==> src/include/mbmi_regs.svh <==
`ifndef MBMI_REGS_SVH
`define MBMI_REGS_SVH

// memory-mapped holding register addresses
`define MBMI_ADDR_KEYPAD_REG   16'h0000
`define MBMI_ADDR_IOBOARD_REG  16'h2000
// decoder page size for external registers (one page per output)
`define MBMI_DEC_PAGE_LSB      13
// open-write window (writable without full-write enable): low 512 bytes
`define MBMI_WR_OPEN_LIMIT     13'h0200
// field positions
`define MBMI_PROG_HI_MSB       14
`define MBMI_PROG_HI_LSB       8
`define MBMI_DATA_HI_MSB       12
`define MBMI_DEC_EN_MSB        12
`define MBMI_DEC_EN_LSB        9
`define MBMI_TOP_BIT           15
// reset values
`define MBMI_LOW_ADDR_RST      8'h00
`define MBMI_HOLD_RST          8'h00
// controller clock, in hundredths of a hertz
`define MBMI_CTRL_CLK_CHZ      64'd1105920000

`endif

==> src/include/mbmi_pkg.sv <==
`default_nettype none

package mbmi_pkg;

  typedef enum logic [2:0] {
    MBMI_IDLE  = 3'b001,
    MBMI_ADDR  = 3'b010,
    MBMI_CYCLE = 3'b100
  } mbmi_phase_type;

  typedef logic [7:0]  mbmi_byte_type;
  typedef logic [15:0] mbmi_addr_type;

endpackage

`default_nettype wire

==> src/rtl/mbmi_hold_reg.sv <==
`timescale 1ns/1ps
`default_nettype none

`include "mbmi_regs.svh"

module mbmi_hold_reg
  import mbmi_pkg::*;
#(
  parameter int WIDTH = 8
) (
  input  wire logic             clk_sys_i,
  input  wire logic             rst_n_i,
  input  wire logic             wr_pulse_i,
  input  wire logic [WIDTH-1:0] data_i,
  output logic      [WIDTH-1:0] hold_o
);

  // capture the bus byte on the gated write pulse
  always_ff @(posedge clk_sys_i or negedge rst_n_i) begin
    if (!rst_n_i) begin
      hold_o <= '0;
    end else if (wr_pulse_i) begin
      hold_o <= data_i;
    end
  end

endmodule

`default_nettype wire

==> src/rtl/mbmi_bridge.sv <==
// What this block does
// high address bits 8..14 pass straight to program memory upper inputs.
// top address bit reaches program memory via a separately overridable gate.
// low address byte captured on address strobe falling edge, then held.
// program fetch strobe low reads one byte from the addressed location.
// program space spans 64K bytes on the full sixteen-bit address.
// data memory is 8K bytes; each access follows an address setup.
// only address bits 8..12 go to the data memory upper inputs.
// low read or write pulse accesses one data memory byte.
// the bus byte is captured by the selected holding register on write.
// decoder maps both holding registers and external board registers.
// gated write pulse goes only to the register the address selects.
// controller bus timing runs from a nominal 11.0592 MHz clock.
// write to address zero selects the keypad/display holding register.
// write to hex 2000 selects the input/output board holding register.
// data writes need full-write enable low; the low 512-byte open window is decoder space.
// address bits 9..12 gate together to enable the decoder.
// low latch follows the bus while strobe high, holds after fall.
// after reset all strobes stay inactive until the first bus cycle.
`timescale 1ns/1ps
`default_nettype none

`include "mbmi_regs.svh"

module mbmi_bridge
  import mbmi_pkg::*;
#(
  parameter int           EXT_REGS     = 6,
  parameter logic [63:0]  CTRL_CLK_CHZ = `MBMI_CTRL_CLK_CHZ
) (
  input  wire logic                clk_sys_i,
  input  wire logic                rst_n_i,
  // controller side
  input  wire logic [7:0]          ad_i,
  input  wire logic [7:0]          high_addr_i,
  input  wire logic                addr_strobe_i,
  input  wire logic                program_fetch_strobe_n,
  input  wire logic                rd_n_i,
  input  wire logic                wr_n_i,
  output logic      [7:0]          ad_o,
  output logic                     ad_oe_o,
  // in-system reprogramming override of the top address bit
  input  wire logic                port_two_top_bit_ovr_en_i,
  input  wire logic                port_two_top_bit_ovr_i,
  input  wire logic                full_array_write_enable_n,
  // program memory
  output logic      [15:0]         prog_addr_o,
  output logic                     prog_oe_n_o,
  input  wire logic [7:0]          prog_data_i,
  // nonvolatile data memory
  output logic      [12:0]         data_addr_o,
  output logic                     data_rd_n_o,
  output logic                     data_wr_n_o,
  output logic      [7:0]          data_wdata_o,
  input  wire logic [7:0]          data_rdata_i,
  // holding registers and external board registers
  output logic      [7:0]          keypad_hold_o,
  output logic      [7:0]          ioboard_hold_o,
  output logic      [EXT_REGS-1:0] ext_wr_pulse_o,
  output logic      [7:0]          ext_wdata_o
);

  mbmi_phase_type phase_q;
  logic [7:0]     low_addr_q;
  logic           strobe_q;
  logic [15:0]    addr;
  logic [12:0]    data_addr;
  logic           dec_en;
  logic           wr_edge;
  logic           wr_n_q;
  logic           wr_protect_ok;
  logic           is_data;
  logic           sel_keypad;
  logic           sel_ioboard;
  logic [2:0]     page;
  logic [EXT_REGS-1:0] ext_sel;
  logic [7:0]     bus_byte;

  // bus timing reference; kept for derived timing checks
  localparam logic [63:0] CTRL_CLK_HZ = CTRL_CLK_CHZ / 64'd100;

  // phase tracker: gates strobes until the first address strobe after reset
  always_ff @(posedge clk_sys_i or negedge rst_n_i) begin
    if (!rst_n_i) begin
      phase_q <= MBMI_IDLE;
    end else begin
      case (phase_q)
        MBMI_IDLE:  if (addr_strobe_i) phase_q <= MBMI_ADDR;
        MBMI_ADDR:  if (!addr_strobe_i) phase_q <= MBMI_CYCLE;
        MBMI_CYCLE: if (addr_strobe_i) phase_q <= MBMI_ADDR;
        default:    phase_q <= MBMI_IDLE;
      endcase
    end
  end

  always_ff @(posedge clk_sys_i or negedge rst_n_i) begin
    if (!rst_n_i) begin
      strobe_q <= 1'b0;
    end else begin
      strobe_q <= addr_strobe_i;
    end
  end

  // low address latch: follows while strobe high, frozen after fall
  always_ff @(posedge clk_sys_i or negedge rst_n_i) begin
    if (!rst_n_i) begin
      low_addr_q <= `MBMI_LOW_ADDR_RST;
    end else if (addr_strobe_i) begin
      low_addr_q <= ad_i;
    end
  end

  // on the falling cycle the latch already holds the last high-phase byte
  assign addr = {high_addr_i, low_addr_q};

  // program memory address
  always_comb begin
    prog_addr_o = addr;
    prog_addr_o[`MBMI_PROG_HI_MSB:`MBMI_PROG_HI_LSB] =
      high_addr_i[6:0];
    prog_addr_o[`MBMI_TOP_BIT] = port_two_top_bit_ovr_en_i ?
      port_two_top_bit_ovr_i : high_addr_i[7];
  end

  assign data_addr   = addr[`MBMI_DATA_HI_MSB:0];
  assign data_addr_o = data_addr;

  wire active = (phase_q == MBMI_CYCLE);

  // fetch and data strobes only in an address-stable cycle
  assign prog_oe_n_o = !(active && !program_fetch_strobe_n);
  assign data_rd_n_o = !(active && !rd_n_i && is_data);

  // decoder enable from bits 9..12
  assign dec_en = (addr[`MBMI_DEC_EN_MSB:`MBMI_DEC_EN_LSB] == 4'h0);
  assign page   = addr[15:`MBMI_DEC_PAGE_LSB];

  assign sel_keypad  = dec_en && (page == 3'd0);
  assign sel_ioboard = dec_en &&
    (page == 3'(`MBMI_ADDR_IOBOARD_REG >> `MBMI_DEC_PAGE_LSB));
  assign is_data = !dec_en;

  // data memory write protection
  assign wr_protect_ok = !full_array_write_enable_n ||
    (data_addr < `MBMI_WR_OPEN_LIMIT);
  assign data_wr_n_o = !(active && !wr_n_i && is_data &&
    wr_protect_ok);
  assign data_wdata_o = ad_i;

  always_ff @(posedge clk_sys_i or negedge rst_n_i) begin
    if (!rst_n_i) begin
      wr_n_q <= 1'b1;
    end else begin
      wr_n_q <= wr_n_i;
    end
  end

  // one pulse per write, at the strobe's falling edge
  assign wr_edge = active && !wr_n_i && wr_n_q;

  // external register pages 2 and up, one pulse line each
  always_comb begin
    ext_sel = '0;
    for (int i = 0; i < EXT_REGS; i++) begin
      if (dec_en && (32'(page) == i + 2)) begin
        ext_sel[i] = wr_edge;
      end
    end
  end

  always_ff @(posedge clk_sys_i or negedge rst_n_i) begin
    if (!rst_n_i) begin
      ext_wr_pulse_o <= '0;
      ext_wdata_o    <= `MBMI_HOLD_RST;
    end else begin
      ext_wr_pulse_o <= ext_sel;
      if (|ext_sel) begin
        ext_wdata_o <= ad_i;
      end
    end
  end

  mbmi_hold_reg #(
    .WIDTH (8)
  ) u_keypad (
    .clk_sys_i  (clk_sys_i),
    .rst_n_i    (rst_n_i),
    .wr_pulse_i (wr_edge && sel_keypad),
    .data_i     (ad_i),
    .hold_o     (keypad_hold_o)
  );

  mbmi_hold_reg #(
    .WIDTH (8)
  ) u_ioboard (
    .clk_sys_i  (clk_sys_i),
    .rst_n_i    (rst_n_i),
    .wr_pulse_i (wr_edge && sel_ioboard),
    .data_i     (ad_i),
    .hold_o     (ioboard_hold_o)
  );

  // read data returned on the multiplexed bus, registered
  always_comb begin
    bus_byte = prog_data_i;
    if (!rd_n_i) begin
      bus_byte = data_rdata_i;
    end
  end

  always_ff @(posedge clk_sys_i or negedge rst_n_i) begin
    if (!rst_n_i) begin
      ad_o <= 8'h00;
    end else begin
      ad_o <= bus_byte;
    end
  end

  assign ad_oe_o = active && (!program_fetch_strobe_n ||
    (!rd_n_i && is_data));

endmodule

`default_nettype wire

==> config.mk <==
export PLATFORM = sky130hd
export DESIGN_NAME = mbmi_bridge
export DESIGN_NICKNAME = d
export VERILOG_FILES = /design/src/include/mbmi_pkg.sv /design/src/rtl/mbmi_hold_reg.sv /design/src/rtl/mbmi_bridge.sv
export VERILOG_INCLUDE_DIRS = /design/src /design/src/include
export SDC_FILE = /design/constraint.sdc
export NUM_CORES = 1
export LEC_CHECK = 0
export ABC_CLOCK_PERIOD_IN_PS = 2550
export BUFFER_PORTS_ARGS = -buffer_cell sky130_fd_sc_hd__buf_2
export CAP_MARGIN = 30
export CORE_MARGIN = 1.5
export CORE_UTILIZATION = 45
export CTS_CLUSTER_DIAMETER = 100
export DETAILED_ROUTE_END_ITERATION = 7
export PLACE_DENSITY = 0.8
export RECOVER_POWER = 25
export SKIP_LAST_GASP = 1
export SLEW_MARGIN = 40
export SYNTH_ARGS = -nofsm -noshare
export SYNTH_HDL_FRONTEND = slang
export SYNTH_HIERARCHICAL = 1
export SYNTH_SLANG_ARGS = --single-unit
==> constraint.sdc <==
create_clock -name clk_sys_i -period 2.55 [get_ports clk_sys_i]
set_input_delay 0.1275 -clock clk_sys_i [delete_from_list [all_inputs] [get_ports clk_sys_i]]
set_output_delay 0.1275 -clock clk_sys_i [all_outputs]
set_load 0.02 [all_outputs]
# ---- After elaboration in Yosys (flattened, before gate mapping)
# Index checks and enable logic that the tools add are counted.
dict set report totals {
  wordCells 66
  output_inout_bits 79
  reg_bits 50
  in_bits 41
}
dict set report op_classes {
  n_reduce_logical 34
  order_cmp 1
  n_mux 11
  eq_ne 12
}
# op count
set ops {}
lappend ops {{logical AND 1 bit} 19}
lappend ops {{equality test 3 bit (second input constant)} 5}
lappend ops {{< comparator 13 x 10 -> 1 bit (second input constant)} 1}
lappend ops {{equality test 3 x 2 -> 1 bit (second input constant)} 3}
lappend ops {{logical NOT 1 bit} 8}
lappend ops {{2-to-1 mux 8 bit} 1}
lappend ops {{2-to-1 mux 1 bit} 7}
lappend ops {{equality test 3 x 1 -> 1 bit (second input constant)} 2}
lappend ops {{2-to-1 mux 3 bit} 2}
lappend ops {{one-hot mux 3 bit (2 select lines)} 1}
lappend ops {{OR reduction 6 bit} 1}
lappend ops {{logical NOT 4 bit} 1}
lappend ops {{logical NOT 3 bit} 1}
lappend ops {{logical OR 1 bit} 2}
lappend ops {{!= test 2 x 1 -> 1 bit (second input constant)} 1}
lappend ops {{!= test 2 bit (second input constant)} 1}
lappend ops {{AND reduction 2 bit} 1}
lappend ops {{OR reduction 2 bit} 1}

# ---- Depth between registers and ports, before layout
# Gate-level depths: netlist of the first run.
dict set report logic_depth {
  word_depth 5
  ltp_mapped 6
  mapped_depth_nobuf 4
}

# ---- Modules after synthesis
# Netlist of the first run, hierarchy kept.
# mod seq_area_each_um2 cells_each instances area_each_um2
set modules_own_cells {}
lappend modules_own_cells {mbmi_bridge 853.3 121 1 1596.5}
lappend modules_own_cells {mbmi_hold_reg 200.2 17 2 331.6}

# ---- Least setup slack after synthesis of the first run
# Ideal clock, no wire load.
dict set report synth_timing {
  path_kind {reg-to-reg}
  from {register phase_q[1]}
  to {register u_keypad.hold_o[0]}
  t_required_ps 2425
  t_arrival_ps 1714
  period_less_slack_ps 1839
  n_path_buf 2
  slack_ps 711
  setup_time_ps 125
  stages_incl_launch_ff 7
  path_cell_list {dfrtp_1 buf_6 nor4b_4 nand4b_1 nor3_1 buf_6 mux2_4}
}
dict set report synth_between {
  elab_chain_len 4
}
# item line
set synth_lines {}
lappend synth_lines {{from (decl)} mbmi_bridge.sv:63} ;# mbmi_phase_type phase_q;
lappend synth_lines {{from (signal assigned)} mbmi_bridge.sv:85} ;# phase_q <= MBMI_IDLE;
lappend synth_lines {{from (signal assigned)} mbmi_bridge.sv:88} ;# MBMI_IDLE: if (addr_strobe_i) phase_q <= MBMI_ADDR;
lappend synth_lines {{from (signal assigned)} mbmi_bridge.sv:89} ;# MBMI_ADDR: if (!addr_strobe_i) phase_q <= MBMI_CYCLE;
lappend synth_lines {{equality test 3 bit} mbmi_bridge.sv:128} ;# wire active = (phase_q == MBMI_CYCLE);
lappend synth_lines {{logical AND 1 bit (2 in a row)} mbmi_bridge.sv:159} ;# assign wr_edge = active && !wr_n_i && wr_n_q;
lappend synth_lines {{logical AND 1 bit} mbmi_bridge.sv:188} ;# .wr_pulse_i (wr_edge && sel_keypad),
lappend synth_lines {{to (signal assigned)} mbmi_hold_reg.sv:23} ;# hold_o <= data_i;
lappend synth_lines {{to (decl)} mbmi_hold_reg.sv:15} ;# output logic [WIDTH-1:0] hold_o
# Every way passes these cells.
# A chain may end at the register's enable or synchronous reset.

# ---- Worst setup path in the final report of the first run
dict set report layout_timing {
  from {register phase_q[1]}
  to {register u_keypad.hold_o[3]}
}
# The elaborated chain is that of the path after synthesis.

==> out/results.ini, run 1 <==
[run_status]
status = finished, violations left
violations = max-capacitance violations, max-slew violations

[die]
die_y_um = 73.9
die_area_um2 = 5460
ios = 120
die_w_um = 73.9
initial_utilization_pct = 47.2
core-area_um2 = 4790
row_count = 25

[global_routing]
grt_use_total_pct = 19.0
antenna_found_initial = 0
grt_max_degree = 31
grt_pass1_vias = 1587
overflow = 0
grt_pass1_wl_um = 7660

[finish]
post-route-cell-area_um2 = 2800
final_cell_mix = buf_2, dfrtp_1, clkbuf_1
n_antenna_cell = 0
nNetsFinal = 291
fin_util_pct = 58.6
area_delta_synth_final_pct = 24.0
fill_cells = 418
drive_gt1_share_pct = 59.8
layout_commonest_cell = buf_2

[min_path]
hp-class = primary input to flop
hold-path-endpoint = ad_o[4]
hold_start = data_rdata_i[4]
min_path_cells = 2

[timing]
worst_slew_pin_slew_ns = 1.60
setup_viol = 0
drv_slew = 31
layout_setup_ws_ns = 0.554
hold_ws_ns = 0.0629
relSlewSlack_pct = -6.65
skew_ns = 0.00399
hold_viol = 0
max_freq_mhz = 501
rsz0062_at_grt = no
post-route-period-util_pct = 78.3
fin_setup_tns_ns = 0
fin_crit_ns = 2.00

[cts]
cts.sinks = 50
cts_resized = 0
cts_buffers = 5
cts_setup_buffers = 0
htreeDepth = 2
insertion_delay_ns = 0.29
ctsHoldBuffers = 2
cts_buffer_depth = 2
cts_tree = done
cts.clk_slew.worst_paths_ns = 0.08
root_buffer = clkbuf_8

[detailed_routing]
drt_iter0_drc = 55
drc = 0
detail_route.wl_per_cell_um = 14.9
via_per_inst = 4.76
postRouteAntennaNets = 0
drt_wl_total_um = 4720
firstDrtPassIters = 4
vias = 1514

[worst_setup_path]
start_kind = flop
required_ns = 2.73
crit_arrival_ns = 2.18
worstSetupPathType = flop to flop
r2r_setup_slack_ns = 0.55
worst_r2r_endpoint = u_keypad/hold_o[3]
crit_fanout = 8
cp-end-kind = flop
r2r_start = phase_q[1]
rr_worst_depth = 5

[logic_synthesis]
synth_top_cell_by_area = dfrtp_1
synth.distinct_cells = 24
syn_inst = 155
synthTopCellsByArea = dfrtp_1, mux2_2, mux2_4
synth.avg_cell_area_um2 = 14.6
yosysWarnings = 6
syn_nets = 196
ys_seq_area_share_pct = 55.5
syn_area_um2 = 2260
synth_top_area_share_pct = 53.2
ys_ff_latch = 50

[power_and_ir_drop]
ir_drop_uv = 389
power_density_nw_per_um2 = 600
p_leak_nw = 1.43

[place]
io_buffers = 116
place.gp.congestion = 0.768
post-dp-hpwl_um = 3590
place_ws_ns = 0.565
placed_area_um2 = 2710

[run]
drv_cap = 1

[synth_stat cells (all sizes together)]
cell type and n:
dfrtp 48, mux2 41, buf 31, nor2 7
nand2b 4, nor3 4, a21oi 2, clkbuf 2
dfstp 2, o21a 2, nand2 1, nand3b 1
nand4 1, nand4b 1, nor3b 1, nor4 1
nor4b 1, o2111ai 1, or3 1, or3b 1
or4 1, xnor2 1
[report_power, final]
| part | switching (W) | internal (W) |
|---|---|---|
| combinational | 0.000165 | 0.000113 |
| clock | 0.000245 | 0.000274 |
| sequential | 0.0000453 | 0.000840 |
| total | 0.000455 | 0.00123 |
[state kept, by name (all words and copies together), names as in the netlist]
| signal | flops |
|---|---|
| ad_o | 8 |
| ext_wdata_o | 8 |
| ext_wr_pulse_o | 6 |
| low_addr_q | 8 |
| phase_q | 3 |
| u_ioboard/hold_o | 8 |
| u_keypad/hold_o | 8 |
| wr_n_q | 1 |
[through the flow]
step,instances,total power [W]
after floorplan,155,0.00111
after global placement,308,0.00118
after detailed placement,308,0.00118
after CTS,318,0.00171
after global routing,318,0.00177
final,318,0.00168
[worst max-delay path by stage]
stage,start,endpoint,slack [ns],cells past startpoint
after floorplan,phase_q[1],u_keypad/hold_o[0],0.71,6
after global placement,phase_q[1],u_keypad/hold_o[4],0.66,5
after detailed placement,phase_q[1],u_keypad/hold_o[0],0.56,5
after CTS,phase_q[1],u_keypad/hold_o[3],0.55,5
after global routing,rst_n_i,phase_q[0],0.32,3
final,phase_q[1],u_keypad/hold_o[3],0.55,5
[routing by layer]
| layer | track usage, % | vias up | wire length, um |
|---|---|---|---|
| li1 | - | 692 | - |
| met1 | 22.7 | 740 | 1810 |
| met2 | 31.4 | 75 | 2410 |
| met3 | 7.00 | 7 | 424 |
| met4 | 6.79 | 0 | 72 |
| met5 | 0 | - | 0 |
[worst max-delay path: stages (launching register included)]
cell      delay [ns]
dfrtp_1         0.48
nor4b_4         0.42
nand4b_1        0.27
nor3_2          0.18
buf_4           0.23
mux2_4          0.31
[cell type report]
type                       instances  area [um2]  share of cell area [%]
multi-input combinational         72         764                    27.3
sequential                        50        1250                    44.7
timing repair buffer             121         591                    21.1
clock buffer                       8         110                    3.93
tap                               67        83.8                    2.99
[cell families after synthesis]
kind of cell | share of synthesized area [%]
simple gates | 7.64
xor+xnor | 0.388
flops | 55.5
buf+inv | 11.1
mux | 23.1
compound gates | 2.27
Power figures use the tool's default switching activity.
==> inputs of run 2 (changes only) <==
--- a/config.mk
+++ b/config.mk
@@ -6,14 +6,14 @@
 export SDC_FILE = /design/constraint.sdc
 export NUM_CORES = 1
 export LEC_CHECK = 0
-export ABC_CLOCK_PERIOD_IN_PS = 2550
+export ABC_CLOCK_PERIOD_IN_PS = 1700
 export BUFFER_PORTS_ARGS = -buffer_cell sky130_fd_sc_hd__buf_2
 export CAP_MARGIN = 30
 export CORE_MARGIN = 1.5
-export CORE_UTILIZATION = 45
+export CORE_UTILIZATION = 40
 export CTS_CLUSTER_DIAMETER = 100
 export DETAILED_ROUTE_END_ITERATION = 7
-export PLACE_DENSITY = 0.8
+export PLACE_DENSITY = 0.75
 export RECOVER_POWER = 25
 export SKIP_LAST_GASP = 1
 export SLEW_MARGIN = 40
==> constraint.sdc (replaced) <==
create_clock -name clk_sys_i -period 1.7 [get_ports clk_sys_i]
set_input_delay 0.085 -clock clk_sys_i [delete_from_list [all_inputs] [get_ports clk_sys_i]]
set_output_delay 0.085 -clock clk_sys_i [all_outputs]
set_load 0.02 [all_outputs]
==> run 2 against run 1 <==
Against the previous run:
- the flow finishes with violations (negative setup slack)
- largest power group unchanged
- die area grew 12%
- register-to-register slack lost 0.60 ns
- global-route usage shrank 3.3 points
- total power is 57% higher
- wire length fell by 0.61%
- final cell count up 5.7%
- non-clock buffer count up 13
==> out/results.ini, run 2 (synthesis gave the netlist of run 1 again) <==
[power_and_ir_drop]
internal_power_w = 0.00192
ir_drop_uv = 368
power_w = 0.00263
clockPowerShare_pct = 31.2
p_leak_nw = 1.52
p_seq_share_pct = 49.6
power_density_nw_per_um2 = 894
power_frac_comb_pct = 19.2
swShare_pct = 27.2
p_switching_w = 0.000717

[worst_setup_path]
cp.buffers_inverters = 2
cp_slowest_stage_delay_ns = 0.40
crit_arrival_ns = 1.93
worstSetupPathType = flop to flop
cp-end-kind = flop
start_kind = flop
crit_fanout = 5
crit_path_frequent_cell = buf_4
slowest_stage = dfstp_2
cp_top_family = simple AND/OR/NAND/NOR gates
required_ns = 1.88
cp_cell_sequence = nor4b_4, buf_4, nand4b_1, nor3_2, buf_4, mux2_4

[cts]
cts_buffers = 5
cts.clk_slew.worst_paths_ns = 0.09
insertion_delay_ns = 0.30
cts_tree = done
root_buffer = clkbuf_8
cts.sinks = 50
htreeDepth = 2
cts_buffer_depth = 2

[place]
place_ws_ns = 0.0573
post-dp-hpwl_um = 3490
io_buffers = 116
place.gp.congestion = 0.729

[run_status]
status = finished, violations left
violations = negative setup slack

[die]
row_count = 27
core-area_um2 = 5470
die_w_um = 78.2
die_y_um = 78.2
ios = 120
initial_utilization_pct = 41.3
die_area_um2 = 6110

[timing]
relSlewSlack_pct = 61.2
layout_setup_ws_ns = -0.0473
rsz0062_at_grt = yes
skew_ns = 0.00884
post-route-period-util_pct = 103
drv_slew = 0
setup_viol = 16
hold_viol = 0
fin_setup_tns_ns = -0.374
max_freq_mhz = 572
fin_crit_ns = 1.75
worst_slew_pin_slew_ns = 0.581

[finish]
final_cell_mix = buf_2, dfrtp_1, mux2_2
layout_commonest_cell = buf_2
n_antenna_cell = 0
nNetsFinal = 304
fin_util_pct = 53.8
area_delta_synth_final_pct = 30.4
drive_gt1_share_pct = 64.0

[detailed_routing]
drt_wl_total_um = 4690
drc = 0
detail_route.wl_per_cell_um = 14.0
via_per_inst = 4.65
firstDrtPassIters = 4
drt_iter0_drc = 41
postRouteAntennaNets = 0
vias = 1562

[global_routing]
antenna_found_initial = 0
grt_use_total_pct = 15.7
grt_max_degree = 44
grt_pass1_wl_um = 7340
overflow = 0
grt_pass1_vias = 1479

[min_path]
hp-class = primary input to flop

[run]
drv_cap = 0

run 2: cell count changes in the layout (fill, tap and decap cells not counted), sizes merged:
| cell | delta |
|---|---|
| clkinvlp | +1 |
| buf | +17 |
| bufinv | +1 |
| dlygate4sd3 | +1 |
| clkbuf | -7 |
run 2: per-layer routing:
layer  track usage (%)  up-vias  share of wire, %
li1                  -      719                 -
met1              19.1      757                42
met2              26.8       77                49
met3              3.72        9               6.7
met4              6.07        0               2.3
met5                 0        -                 0
run 2: power groups by stage:
stage | sequential [W] | clock (W) | combinational [W]
after floorplan | 0.00138 | 0 | 0.000286
after global placement | 0.00132 | 0 | 0.000483
after detailed placement | 0.00132 | 0 | 0.000495
after CTS | 0.00131 | 0.000847 | 0.000510
after global routing | 0.00132 | 0.000909 | 0.000550
final | 0.00131 | 0.000821 | 0.000506
run 2: path summary, 6_finish.rpt:
| path | from | slack [ns] | endpoint | cells after the start |
|---|---|---|---|---|
| setup / recovery | phase_q[0] | -0.05 | u_keypad/hold_o[5] | 6 |
| hold / removal | data_rdata_i[0] | 0.008 | ad_o[0] | 2 |
| setup reg to reg | phase_q[0] | -0.05 | u_keypad/hold_o[5] | 6 |
| hold reg to reg | ext_wdata_o[2] | 0.51 | ext_wdata_o[2] | 1 |
| max in group asynchronous | rst_n_i | 0.48 | u_keypad/hold_o[3] | 3 |
| min in group asynchronous | rst_n_i | 0.24 | low_addr_q[3] | 2 |
run 2: what timing repair did:
action | in CTS | in global routing
setup endpoints to repair | 2 | 21
buffers inserted | 2 | 1
gates cloned | 0 | 0
pin swaps | 1 | 0
endpoints found under the hold margin | 49 | 1
resized for setup | 4 | 4
hold buffers | 2 | 1
run 2: worst register-to-register path: stages, from the launching register on:
cell and delay (ns):
dfstp_2 0.40, nor4b_4 0.29, buf_4 0.16, nand4b_1 0.12
nor3_2 0.17, buf_4 0.19, mux2_4 0.31
run 2: cell type report:
class,count,area (um2)
fill,508,2530
multi-input combinational,72,778
clock inverter,2,37.5
clock buffer,6,72.6
sequential,50,1250
tap,72,90.1
timing repair buffer,134,714
run 2: stage by stage:
stage / cell area, um2 / hold slack (ns) / instances
after floorplan: 2270 / -0.211 / 155
after global placement: 2790 / -0.0477 / 322
after detailed placement: 2790 / -0.0496 / 322
after CTS: 2950 / 0.00202 / 334
after global routing: 2950 / 0.000282 / 336
final: 2950 / 0.00773 / 336
